[config.mk]
export PLATFORM = sky130hd
export DESIGN_NAME = ptmr_timer
export DESIGN_NICKNAME = d
export VERILOG_FILES = /design/src/ptmr_pkg.sv /design/src/ptmr_postscaler.sv /design/src/ptmr_prescaler.sv /design/src/ptmr_timer.sv
export VERILOG_INCLUDE_DIRS = /design/src
export SDC_FILE = /design/constraint.sdc
export NUM_CORES = 1
export LEC_CHECK = 0
export ABC_AREA = 1
export ABC_CLOCK_PERIOD_IN_PS = 5450
export BUFFER_PORTS_ARGS = -buffer_cell sky130_fd_sc_hd__buf_4
export CORE_UTILIZATION = 59
export CTS_BUF_LIST = sky130_fd_sc_hd__clkbuf_4 sky130_fd_sc_hd__clkbuf_8 sky130_fd_sc_hd__clkbuf_16
export CTS_CLUSTER_DIAMETER = 120
export DETAILED_ROUTE_END_ITERATION = 10
export PLACE_DENSITY = 0.93
export SLEW_MARGIN = 40
export SYNTH_ARGS = -nofsm -noshare
export SYNTH_HDL_FRONTEND = slang
export SYNTH_HIERARCHICAL = 1
export SYNTH_SLANG_ARGS = --single-unit
[constraint.sdc]
create_clock -name sys_clk -period 5.45 [get_ports sys_clk]
set_input_delay 0.2725 -clock sys_clk [delete_from_list [all_inputs] [get_ports sys_clk]]
set_output_delay 0.2725 -clock sys_clk [all_outputs]
set_load 0.01 [all_outputs]
[src/ptmr_cfg.svh]
// Constants for the 8-bit period timer: register offsets, field positions, reset values.
// Assumes a 32-bit APB slave with one register per aligned word.
`ifndef PTMR_CFG_SVH
`define PTMR_CFG_SVH
`define PTMR_OFF_CONTROL 12'h000
`define PTMR_OFF_COUNT 12'h004
`define PTMR_OFF_PERIOD 12'h008
`define PTMR_OFF_FLAGS 12'h00c
`define PTMR_OFF_ENABLE 12'h010
`define PTMR_OFF_PRIORITY 12'h014
`define PTMR_CTL_RUN_BIT 2
`define PTMR_CTL_PRE_LSB 0
`define PTMR_CTL_POST_LSB 3
`define PTMR_CTL_MASK 8'h7f
`define PTMR_IRQ_BIT 3
`define PTMR_PERIOD_RST 8'hff
`define PTMR_COUNT_RST 8'h00
`define PTMR_CTL_RST 8'h00
`define PTMR_PRE_DIV4 2'h1
`define PTMR_PRE_LAST1 4'h0
`define PTMR_PRE_LAST4 4'h3
`define PTMR_PRE_LAST16 4'hf
`endif

[src/ptmr_pkg.sv]
// Types shared by the period timer modules.
// Assumes the constants header is included where offsets are needed.
package ptmr_pkg;
  // APB request as seen by the slave
  typedef struct packed {
    logic sel;
    logic enable;
    logic write;
    logic [11:0] addr;
    logic [31:0] wdata;
  } ptmr_apb_req_t;
  // Register write strobes decoded from the bus
  typedef struct packed {
    logic ctl;
    logic cnt;
    logic per;
    logic flg;
    logic ena;
    logic pri;
    logic [7:0] data;
  } ptmr_wr_t;
endpackage : ptmr_pkg

[src/ptmr_postscaler.sv]
// Postscaler: passes one out of N match events, N = select + 1.
// Assumes match pulses are single cycles.
`timescale 1ns/1ps
`default_nettype none
module ptmr_postscaler
  import ptmr_pkg::*;
(
  input wire logic sys_clk, // System clock
  input wire logic rst, // Synchronous reset, active high
  input wire logic clr, // Restart the count
  input wire logic match, // Period match event
  input wire logic [3:0] sel, // Postscale select
  output logic done // One-cycle pulse after N matches
);
  typedef struct packed {
    logic [3:0] cnt;
  } ptmr_post_state_t;
  ptmr_post_state_t state_reg, state_next;

  // Count matches; a clear drops any match in the same cycle
  always_comb begin
    state_next = state_reg;
    done = 1'b0;
    if (clr) begin
      state_next.cnt = 4'h0;
    end else if (match) begin
      if (state_reg.cnt >= sel) begin
        done = 1'b1;
        state_next.cnt = 4'h0;
      end else begin
        state_next.cnt = state_reg.cnt + 4'h1;
      end
    end
  end

  always_ff @(posedge sys_clk) begin
    if (rst) begin
      state_reg <= '0;
    end else begin
      state_reg <= state_next;
    end
  end
endmodule : ptmr_postscaler
`default_nettype wire

[src/ptmr_prescaler.sv]
// Prescaler: divides the instruction clock by 1, 4 or 16 into a tick.
// Assumes a clear strobe from the register block whenever scaler state must restart.
`timescale 1ns/1ps
`default_nettype none
module ptmr_prescaler
  import ptmr_pkg::*;
(
  input wire logic sys_clk, // System clock
  input wire logic rst, // Synchronous reset, active high
  input wire logic run, // Counting allowed
  input wire logic clr, // Restart the divider
  input wire logic [1:0] sel, // Prescale select
  output logic tick // One-cycle tick towards the counter
);
  `include "ptmr_cfg.svh"
  typedef struct packed {
    logic [3:0] cnt;
  } ptmr_pre_state_t;
  ptmr_pre_state_t state_reg, state_next;
  logic [3:0] lastVal; // Terminal count for the selected ratio

  // Ratio decode
  always_comb begin
    if (sel[1]) begin
      lastVal = `PTMR_PRE_LAST16;
    end else if (sel == `PTMR_PRE_DIV4) begin
      lastVal = `PTMR_PRE_LAST4;
    end else begin
      lastVal = `PTMR_PRE_LAST1;
    end
  end

  // Divider count; tick when terminal count is reached while running
  always_comb begin
    state_next = state_reg;
    tick = 1'b0;
    if (clr) begin
      state_next.cnt = 4'h0;
    end else if (run) begin
      if (state_reg.cnt >= lastVal) begin
        tick = 1'b1;
        state_next.cnt = 4'h0;
      end else begin
        state_next.cnt = state_reg.cnt + 4'h1;
      end
    end
  end

  always_ff @(posedge sys_clk) begin
    if (rst) begin
      state_reg <= '0;
    end else begin
      state_reg <= state_next;
    end
  end
endmodule : ptmr_prescaler
`default_nettype wire

[src/ptmr_timer.sv]
// Top of the 8-bit period timer with APB register access and level interrupt.
// Assumes APB master per AMBA; pready answers in the access cycle (no wait states).
`timescale 1ns/1ps
`default_nettype none
// Summary of operation
// - Count only while run bit set
// - Prescale 1, 4 or 16 by low bits
// - Postscale ratio is field plus one
// - Postscaler completion sets latched flag bit
// - Count to period, then wrap to zero
// - Period resets to all ones, read/write
// - Count read/write, cleared by reset
// - Scalers clear on count/control write, reset
// - Control write leaves count unchanged
// - Export unscaled match as PWM time base
// - Control bit7 reads zero, resets zero
module ptmr_timer
  import ptmr_pkg::*;
(
  input wire logic sys_clk, // System clock, 50 MHz
  input wire logic rst, // Synchronous reset, active high
  input wire logic psel, // APB select
  input wire logic penable, // APB access phase
  input wire logic pwrite, // APB direction, 1 = write
  input wire logic [11:0] paddr, // APB byte address
  input wire logic [31:0] pwdata, // APB write data
  output logic [31:0] prdata, // APB read data
  output logic pready, // APB ready
  output logic pslverr, // APB error on unmapped address
  output logic pwmTimeBase, // Unscaled period match pulse
  output logic irq, // Level interrupt
  output logic irqPriority // Priority bit for the interrupt
);
  `include "ptmr_cfg.svh"

  // Register map, one byte in the low lane of each 32-bit word:
  //   control  - run, prescale select and postscale select; bit 7 always reads zero
  //   count    - the 8-bit counter, writable at any time, also while running
  //   period   - wrap point of the counter, all ones after reset
  //   flags    - bit 3 is the latched postscale flag; the other bits are plain storage
  //   enable   - bit 3 lets the flag through to irq
  //   prio     - bit 3 is passed out on irqPriority for the core's arbiter
  // Unmapped words read as zero and answer with pslverr.

  // All module state in one struct
  typedef struct packed {
    logic [7:0] control;
    logic [7:0] count;
    logic [7:0] period;
    logic [7:0] flags;
    logic [7:0] enable;
    logic [7:0] prio; // Bit 3 drives irqPriority
    logic [31:0] rdata;
    logic ready;
    logic err;
    logic match;
    logic irq;
  } ptmr_state_t;
  ptmr_state_t state_reg, state_next;

  // Bus side decode and scaler handshakes
  ptmr_apb_req_t req; // Bundled bus request
  ptmr_wr_t wr; // Decoded write strobes
  logic setup; // Setup phase of a transfer
  logic mapped; // Address hits a register
  logic scalerClr; // Clears both scalers
  logic preTick; // Prescaled increment
  logic matchNow; // Count equals period on an increment
  logic postDone; // Postscaler completion

  // Address decode shared by read and write paths
  function automatic logic isReg(input logic [11:0] a);
    isReg = (a == `PTMR_OFF_CONTROL) || (a == `PTMR_OFF_COUNT) || (a == `PTMR_OFF_PERIOD) ||
            (a == `PTMR_OFF_FLAGS) || (a == `PTMR_OFF_ENABLE) || (a == `PTMR_OFF_PRIORITY);
  endfunction : isReg

  assign req = '{sel: psel, enable: penable, write: pwrite, addr: paddr, wdata: pwdata};
  // Bus timing: a write lands and a read is captured at the setup edge, so the answer is
  // registered and stands for exactly the access cycle. The slave never adds wait states;
  // the trade is that a register read returns the value of the setup cycle.
  // Act in the setup cycle so the answer is registered for the access cycle
  assign setup = req.sel && !req.enable;
  assign mapped = isReg(req.addr);

  // Write strobes, one cycle at the setup phase of a write
  always_comb begin
    wr.data = req.wdata[7:0];
    wr.ctl = setup && req.write && (req.addr == `PTMR_OFF_CONTROL);
    wr.cnt = setup && req.write && (req.addr == `PTMR_OFF_COUNT);
    wr.per = setup && req.write && (req.addr == `PTMR_OFF_PERIOD);
    wr.flg = setup && req.write && (req.addr == `PTMR_OFF_FLAGS);
    wr.ena = setup && req.write && (req.addr == `PTMR_OFF_ENABLE);
    wr.pri = setup && req.write && (req.addr == `PTMR_OFF_PRIORITY);
  end

  assign scalerClr = wr.ctl || wr.cnt;

  // Prescaler gated by the run bit
  ptmr_prescaler u_pre (
    .sys_clk(sys_clk),
    .rst(rst),
    .run(state_reg.control[`PTMR_CTL_RUN_BIT]),
    .clr(scalerClr),
    .sel(state_reg.control[`PTMR_CTL_PRE_LSB +: 2]),
    .tick(preTick)
  );

  // The compare is made only on a tick, so a period written below the running count lets
  // the counter run on to ff and wrap through zero before it can match again.
  assign matchNow = preTick && (state_reg.count == state_reg.period);

  // A count write drops the match of its cycle; the same write restarts the postscaler,
  // so that match could never have counted towards the next flag anyway.
  // Postscaler counts period matches
  ptmr_postscaler u_post (
    .sys_clk(sys_clk),
    .rst(rst),
    .clr(scalerClr),
    .match(matchNow && !wr.cnt),
    .sel(state_reg.control[`PTMR_CTL_POST_LSB +: 4]),
    .done(postDone)
  );

  // Next-state logic for registers, counter, flag and bus answer
  // Priority inside one cycle: a count write beats a tick, a hardware flag set beats a
  // software write of the flags register, and a control write touches only control.
  // Every register not named below keeps its value.
  always_comb begin
    state_next = state_reg;
    state_next.match = 1'b0;
    // Counter: a write wins over an increment in the same cycle
    if (wr.cnt) begin
      state_next.count = wr.data;
    end else if (preTick) begin
      if (matchNow) begin
        state_next.count = 8'h00;
        state_next.match = 1'b1;
      end else begin
        state_next.count = state_reg.count + 8'h01;
      end
    end
    // Control write touches no count bits
    if (wr.ctl) begin
      state_next.control = wr.data & `PTMR_CTL_MASK;
    end
    if (wr.per) begin
      state_next.period = wr.data;
    end
    if (wr.ena) begin
      state_next.enable = wr.data;
    end
    if (wr.pri) begin
      state_next.prio = wr.data;
    end
    // Flags: software writes directly; hardware set wins over a clear
    // A completion that meets a scaler clear is dropped, since the restart begins a new
    // sequence of matches; a flags write never hides a completion of the same cycle.
    if (wr.flg) begin
      state_next.flags = wr.data;
    end
    if (postDone && !scalerClr) begin
      state_next.flags[`PTMR_IRQ_BIT] = 1'b1;
    end
    state_next.irq = state_next.flags[`PTMR_IRQ_BIT] && state_next.enable[`PTMR_IRQ_BIT];
    // Bus answer: registered, valid in the access cycle
    state_next.ready = setup;
    state_next.err = setup && !mapped;
    state_next.rdata = 32'h0000_0000;
    if (setup && !req.write) begin
      unique case (req.addr)
        `PTMR_OFF_CONTROL: state_next.rdata = {24'h000000, state_reg.control & `PTMR_CTL_MASK};
        `PTMR_OFF_COUNT: state_next.rdata = {24'h000000, state_reg.count};
        `PTMR_OFF_PERIOD: state_next.rdata = {24'h000000, state_reg.period};
        `PTMR_OFF_FLAGS: state_next.rdata = {24'h000000, state_reg.flags};
        `PTMR_OFF_ENABLE: state_next.rdata = {24'h000000, state_reg.enable};
        `PTMR_OFF_PRIORITY: state_next.rdata = {24'h000000, state_reg.prio};
        default: state_next.rdata = 32'h0000_0000; // Unmapped reads as zero
      endcase
    end
  end

  // State register with reset values
  // The scalers reset inside their own modules, so a reset also restarts both of them
  always_ff @(posedge sys_clk) begin
    if (rst) begin
      state_reg <= '0;
      state_reg.control <= `PTMR_CTL_RST;
      state_reg.count <= `PTMR_COUNT_RST;
      state_reg.period <= `PTMR_PERIOD_RST;
    end else begin
      state_reg <= state_next;
    end
  end

  // Outputs come straight from the state register, so none of them can glitch
  assign prdata = state_reg.rdata;
  assign pready = state_reg.ready;
  assign pslverr = state_reg.err;
  assign pwmTimeBase = state_reg.match;
  assign irq = state_reg.irq;
  assign irqPriority = state_reg.prio[`PTMR_IRQ_BIT];

  // Checks next to the logic they guard
  // All of them watch registered state or decoded strobes of this one clock, and all are
  // off while reset is held, so a reset value is never compared with a value from before it.
  // Bus inputs appear only as the byte that a write strobe stores.

  // A stopped timer keeps its count unless software writes it
  a_run_holds: assert property (@(posedge sys_clk) disable iff (rst)
    !state_reg.control[`PTMR_CTL_RUN_BIT] && !wr.cnt |=> $stable(state_reg.count))
    else $error("count moved while stopped");

  // A match on a tick wraps to zero and raises the time base
  a_wrap_zero: assert property (@(posedge sys_clk) disable iff (rst)
    matchNow && !wr.cnt |=> state_reg.count == 8'h00 && pwmTimeBase)
    else $error("no wrap at period match");

  // Divide by 16 leaves at least eight quiet cycles after a tick
  a_pre_div16: assert property (@(posedge sys_clk) disable iff (rst)
    preTick && state_reg.control[1] && !scalerClr |=> !preTick [*8])
    else $error("prescale 16 ticked early");

  // A postscale completion latches the flag
  a_flag_set: assert property (@(posedge sys_clk) disable iff (rst)
    postDone && !scalerClr |=> state_reg.flags[`PTMR_IRQ_BIT])
    else $error("flag not set on postscale");

  // The flag survives every cycle without a flags write
  a_flag_sticky: assert property (@(posedge sys_clk) disable iff (rst)
    state_reg.flags[`PTMR_IRQ_BIT] && !wr.flg |=> state_reg.flags[`PTMR_IRQ_BIT])
    else $error("flag dropped without write");

  // The interrupt line follows flag and enable one for one
  a_irq_level: assert property (@(posedge sys_clk) disable iff (rst)
    irq == (state_reg.flags[`PTMR_IRQ_BIT] && state_reg.enable[`PTMR_IRQ_BIT]))
    else $error("irq mismatch");

  // A control write leaves the count alone
  a_ctl_keeps: assert property (@(posedge sys_clk) disable iff (rst)
    wr.ctl && !preTick |=> state_reg.count == $past(state_reg.count))
    else $error("control write changed count");

  // A count write stores the written byte, even against a tick
  a_cnt_write: assert property (@(posedge sys_clk) disable iff (rst)
    wr.cnt |=> state_reg.count == $past(pwdata[7:0]))
    else $error("count write lost");

  // The unimplemented control bit never holds a one
  a_bit7_zero: assert property (@(posedge sys_clk) disable iff (rst)
    !state_reg.control[7])
    else $error("control bit 7 set");

  // A scaler clear leaves at most a divide-by-one tick in the next cycle
  a_clr_scalers: assert property (@(posedge sys_clk) disable iff (rst)
    scalerClr |=> !preTick || state_reg.control[1:0] == 2'h0)
    else $error("prescaler not cleared");

  // Divide by one ticks on every running cycle without a scaler clear
  a_div1_every: assert property (@(posedge sys_clk) disable iff (rst)
    state_reg.control[`PTMR_CTL_RUN_BIT] && state_reg.control[1:0] == 2'h0 && !scalerClr |-> preTick)
    else $error("prescale 1 missed a tick");

  // A stopped timer never ticks
  a_stop_tick: assert property (@(posedge sys_clk) disable iff (rst)
    !state_reg.control[`PTMR_CTL_RUN_BIT] |-> !preTick)
    else $error("tick while stopped");

  // Postscale 1:1 completes on every counted match
  a_post_div1: assert property (@(posedge sys_clk) disable iff (rst)
    matchNow && !scalerClr && state_reg.control[`PTMR_CTL_POST_LSB +: 4] == 4'h0 |-> postDone)
    else $error("postscale 1 missed a match");

  // A completion only ever comes with a period match
  a_post_gate: assert property (@(posedge sys_clk) disable iff (rst)
    postDone |-> matchNow)
    else $error("completion without match");

  // Short of the period the count steps by one per tick
  a_count_step: assert property (@(posedge sys_clk) disable iff (rst)
    preTick && !wr.cnt && !matchNow |=> state_reg.count == $past(state_reg.count) + 8'h01)
    else $error("count did not step");

  // The time base pulse comes with a count of zero
  a_match_zero: assert property (@(posedge sys_clk) disable iff (rst)
    pwmTimeBase |-> state_reg.count == 8'h00)
    else $error("time base off zero");

  // A period write stores the written byte
  a_per_write: assert property (@(posedge sys_clk) disable iff (rst)
    wr.per |=> state_reg.period == $past(wr.data))
    else $error("period write lost");

  // A control write stores the byte with bit 7 dropped
  a_ctl_write: assert property (@(posedge sys_clk) disable iff (rst)
    wr.ctl |=> state_reg.control == ($past(wr.data) & `PTMR_CTL_MASK))
    else $error("control write lost");

  // Writing a zero clears the flag unless a completion meets it
  a_flag_clear: assert property (@(posedge sys_clk) disable iff (rst)
    wr.flg && !wr.data[`PTMR_IRQ_BIT] && !postDone |=> !state_reg.flags[`PTMR_IRQ_BIT])
    else $error("flag not cleared by write");
endmodule : ptmr_timer
`default_nettype wire
==> impl_metrics.tcl <==
set metrics [dict create \
    timing.final.crit_share 0.617 \
    yosys.cell_types.count 29 \
    grt_antenna_before_repair 0 \
    cts_resized 0 \
    outcome "complete, no violations" \
    crit_type "flip-flop to flip-flop" \
    cp.required_ps 5720 \
    synth-main-ff-cell "dfxtp_1" \
    gp_congestion 0.929 \
    routed_wirelength_um 9420 \
    clock.fmax_ghz 0.298 \
    first_pass_iters 5 \
    seq_area_um2 1340 \
    final.min_clock_period_ps 3360 \
    holdBufCountCts 0 \
    port_buffers 37 \
    gr-usage-all-layers 0.279 \
    p_per_area_nw_per_um2 248 \
    arrival_ps 3630 \
    drv_cap 0 \
    clk_path_buf_depth 2 \
    final_area_um2 4280 \
    syn_avg_cell_area_um2 6.85 \
    drtAntennaViolNets 0 \
    cts-root-buf "clkbuf_8" \
    clk_pin_slew_worst_paths_ps 80 \
    multi_input_area_um2 1990 \
    wl_met2_um 4540 \
    rsz0062_at_grt "false" \
    grt_pass1_vias 3481 \
    end_kind "flip-flop" \
    ios 86 \
    core_area_um2 6350 \
    largest_reg_flops 46 \
    crit_fanout 9 \
    slew_headroom 0.442 \
    numClockSinks 67 \
    async_flop_share 0 \
    final_common_cell "nand2_1" \
    synth_cells 564 \
    hpwl_um 6640 \
    routed.top_layer "met4" \
    setup_viol 0 \
    drt-initial-drc-count 351 \
    nFillCells 516 \
    m1WireLength_um 3820 \
    die_w_um 83.0 \
    route.met3.wl_um 746 \
    hold_path.class "input port to flip-flop" \
    nets 651 \
    synth_largest_area_cell "dfxtp_1" \
    drc 0 \
    rows 29 \
    antenna_cells 0 \
    layout_common_cells "110 x nand2_1, 77 x inv_1, 67 x dfxtp_1" \
    grt_max_degree 32 \
    startpoint_type "flip-flop" \
    cts_tree "yes" \
    worst_pin_slew_ps 836 \
    worst_clock_skew_ps 11.0 \
    post-cts-setup-buffers 0 \
    fp.dieArea_um2 6880 \
    drive_gt1_frac 0.139 \
    numCtsBuffers 9 \
    die_h_um 83.0 \
    yosysWarnings 6 \
    netlist.area_leader.share 0.347 \
    syn2layout_area_growth_pct 10.7 \
    postPlaceCellArea_um2 4030 \
    ys_top_cells_by_area "dfxtp_1 35%, nand2_1 11%, inv_1 7.5%, nand3_1 7.4%, buf_4 6.6%" \
    wl_per_cell_um 14.0 \
    p_leak_nw 1.89 \
    start_util 0.609 \
    gr-total-overflow 0 \
    slew_violations 0 \
    synth_seq_cells 67 \
    synth_edf_count 0 \
    worstSkewPairLatency_ps 350 \
    yosysSeqAreaShare 0.347 \
    netlist_area_um2 3870 \
    htreeDepth 3 \
    via_per_inst 5.52 \
    setup_tns_ps 0 \
    grt_pass1_wl_um 15600 \
    ir_drop_mv 0.136 \
    dr_total_vias 3717 \
    hold_viol_final 0 \
]
[synthesized netlist by cell type, types with 7 or more instances]
cell and instances:
nand2_1 110, inv_1 77, dfxtp_1 67, nand3_1 57, nor2_1 48, a21oi_1 40
buf_4 34, o21ai_0 33, ha_1 11, nand4_1 11, inv_2 8, o211ai_1 8
nor3_1 7, xnor2_1 7
[cell type report]
class                   instances  share of cell area
clock buffers                  10              0.0322
clock inverters                 6              0.0263
inverters                      86              0.0754
multi-input cells             390               0.465
flip-flops and latches         67               0.313
well taps                      77              0.0225
repair buffers                 37              0.0649
[metal layers]
| metal | up-vias | global-route usage |
|---|---|---|
| li1 | 1807 | - |
| met1 | 1679 | 0.339 |
| met2 | 200 | 0.469 |
| met3 | 31 | 0.0507 |
| met4 | 0 | 0.149 |
| met5 | - | 0 |
[metrics by stage]
step	total power [W]	std cells	utilization	hold WS, ps	setup slack (ps)
CTS	0.00106	673	0.674	176	2180
global placement	0.000554	657	0.634	432	2070
floorplan	0.000543	587	-	386	2920
finish	0.00106	673	0.674	176	2090
detailed placement	0.000555	657	0.634	439	2060
global route	0.00109	673	0.674	210	1910
[power by group]
part           switching (W)  internal (W)  total (W)  leakage [nW]
Combinational      0.0000383     0.0000171  0.0000554          1.22
Clock               0.000197      0.000317   0.000514         0.126
Sequential       0.000000143      0.000490   0.000490         0.540
Total               0.000236      0.000824    0.00106          1.89
[final timing paths]
| kind | from | endpoint | slack, ps | cells after the start |
|---|---|---|---|---|
| worst max-delay path | state_reg[77] | irq | 2090 | 19 |
| worst min-delay path | pwdata[7] | state_reg[67] | 180 | 3 |
| worst max register to register | state_reg[77] | irq | 2090 | 19 |
| worst min register to register | state_reg[58] | state_reg[58] | 450 | 2 |
[logic make-up (layout without fill, tap and decap cells)]
kind of cell,count (synthesis),in the layout,synth area share
simple gates,256,256,0.307
buf+inv,130,139,0.161
compound gates,84,84,0.115
flops,67,67,0.347
xor+xnor,13,13,0.0295
fa+ha+maj,11,11,0.0356
mux,2,2,0.00518
other cells,1,24,0.000970
[critical path, cell delays in order (launching register included)]
cell,delay [ps]
dfxtp_1,320
nor2_1,150
inv_1,70
ha_1,280
nand4_1,90
nand3_1,100
nand2_1,70
nor2_1,240
clkinv_1,320
a21oi_1,210
nand2_1,70
nor2_1,120
nand3_2,220
nor2_1,360
nand2_1,130
nor2_1,100
inv_1,50
nor2_1,150
nor2_1,80
nor2_1,140
No activity file was read; power rests on OpenSTA's default activity.
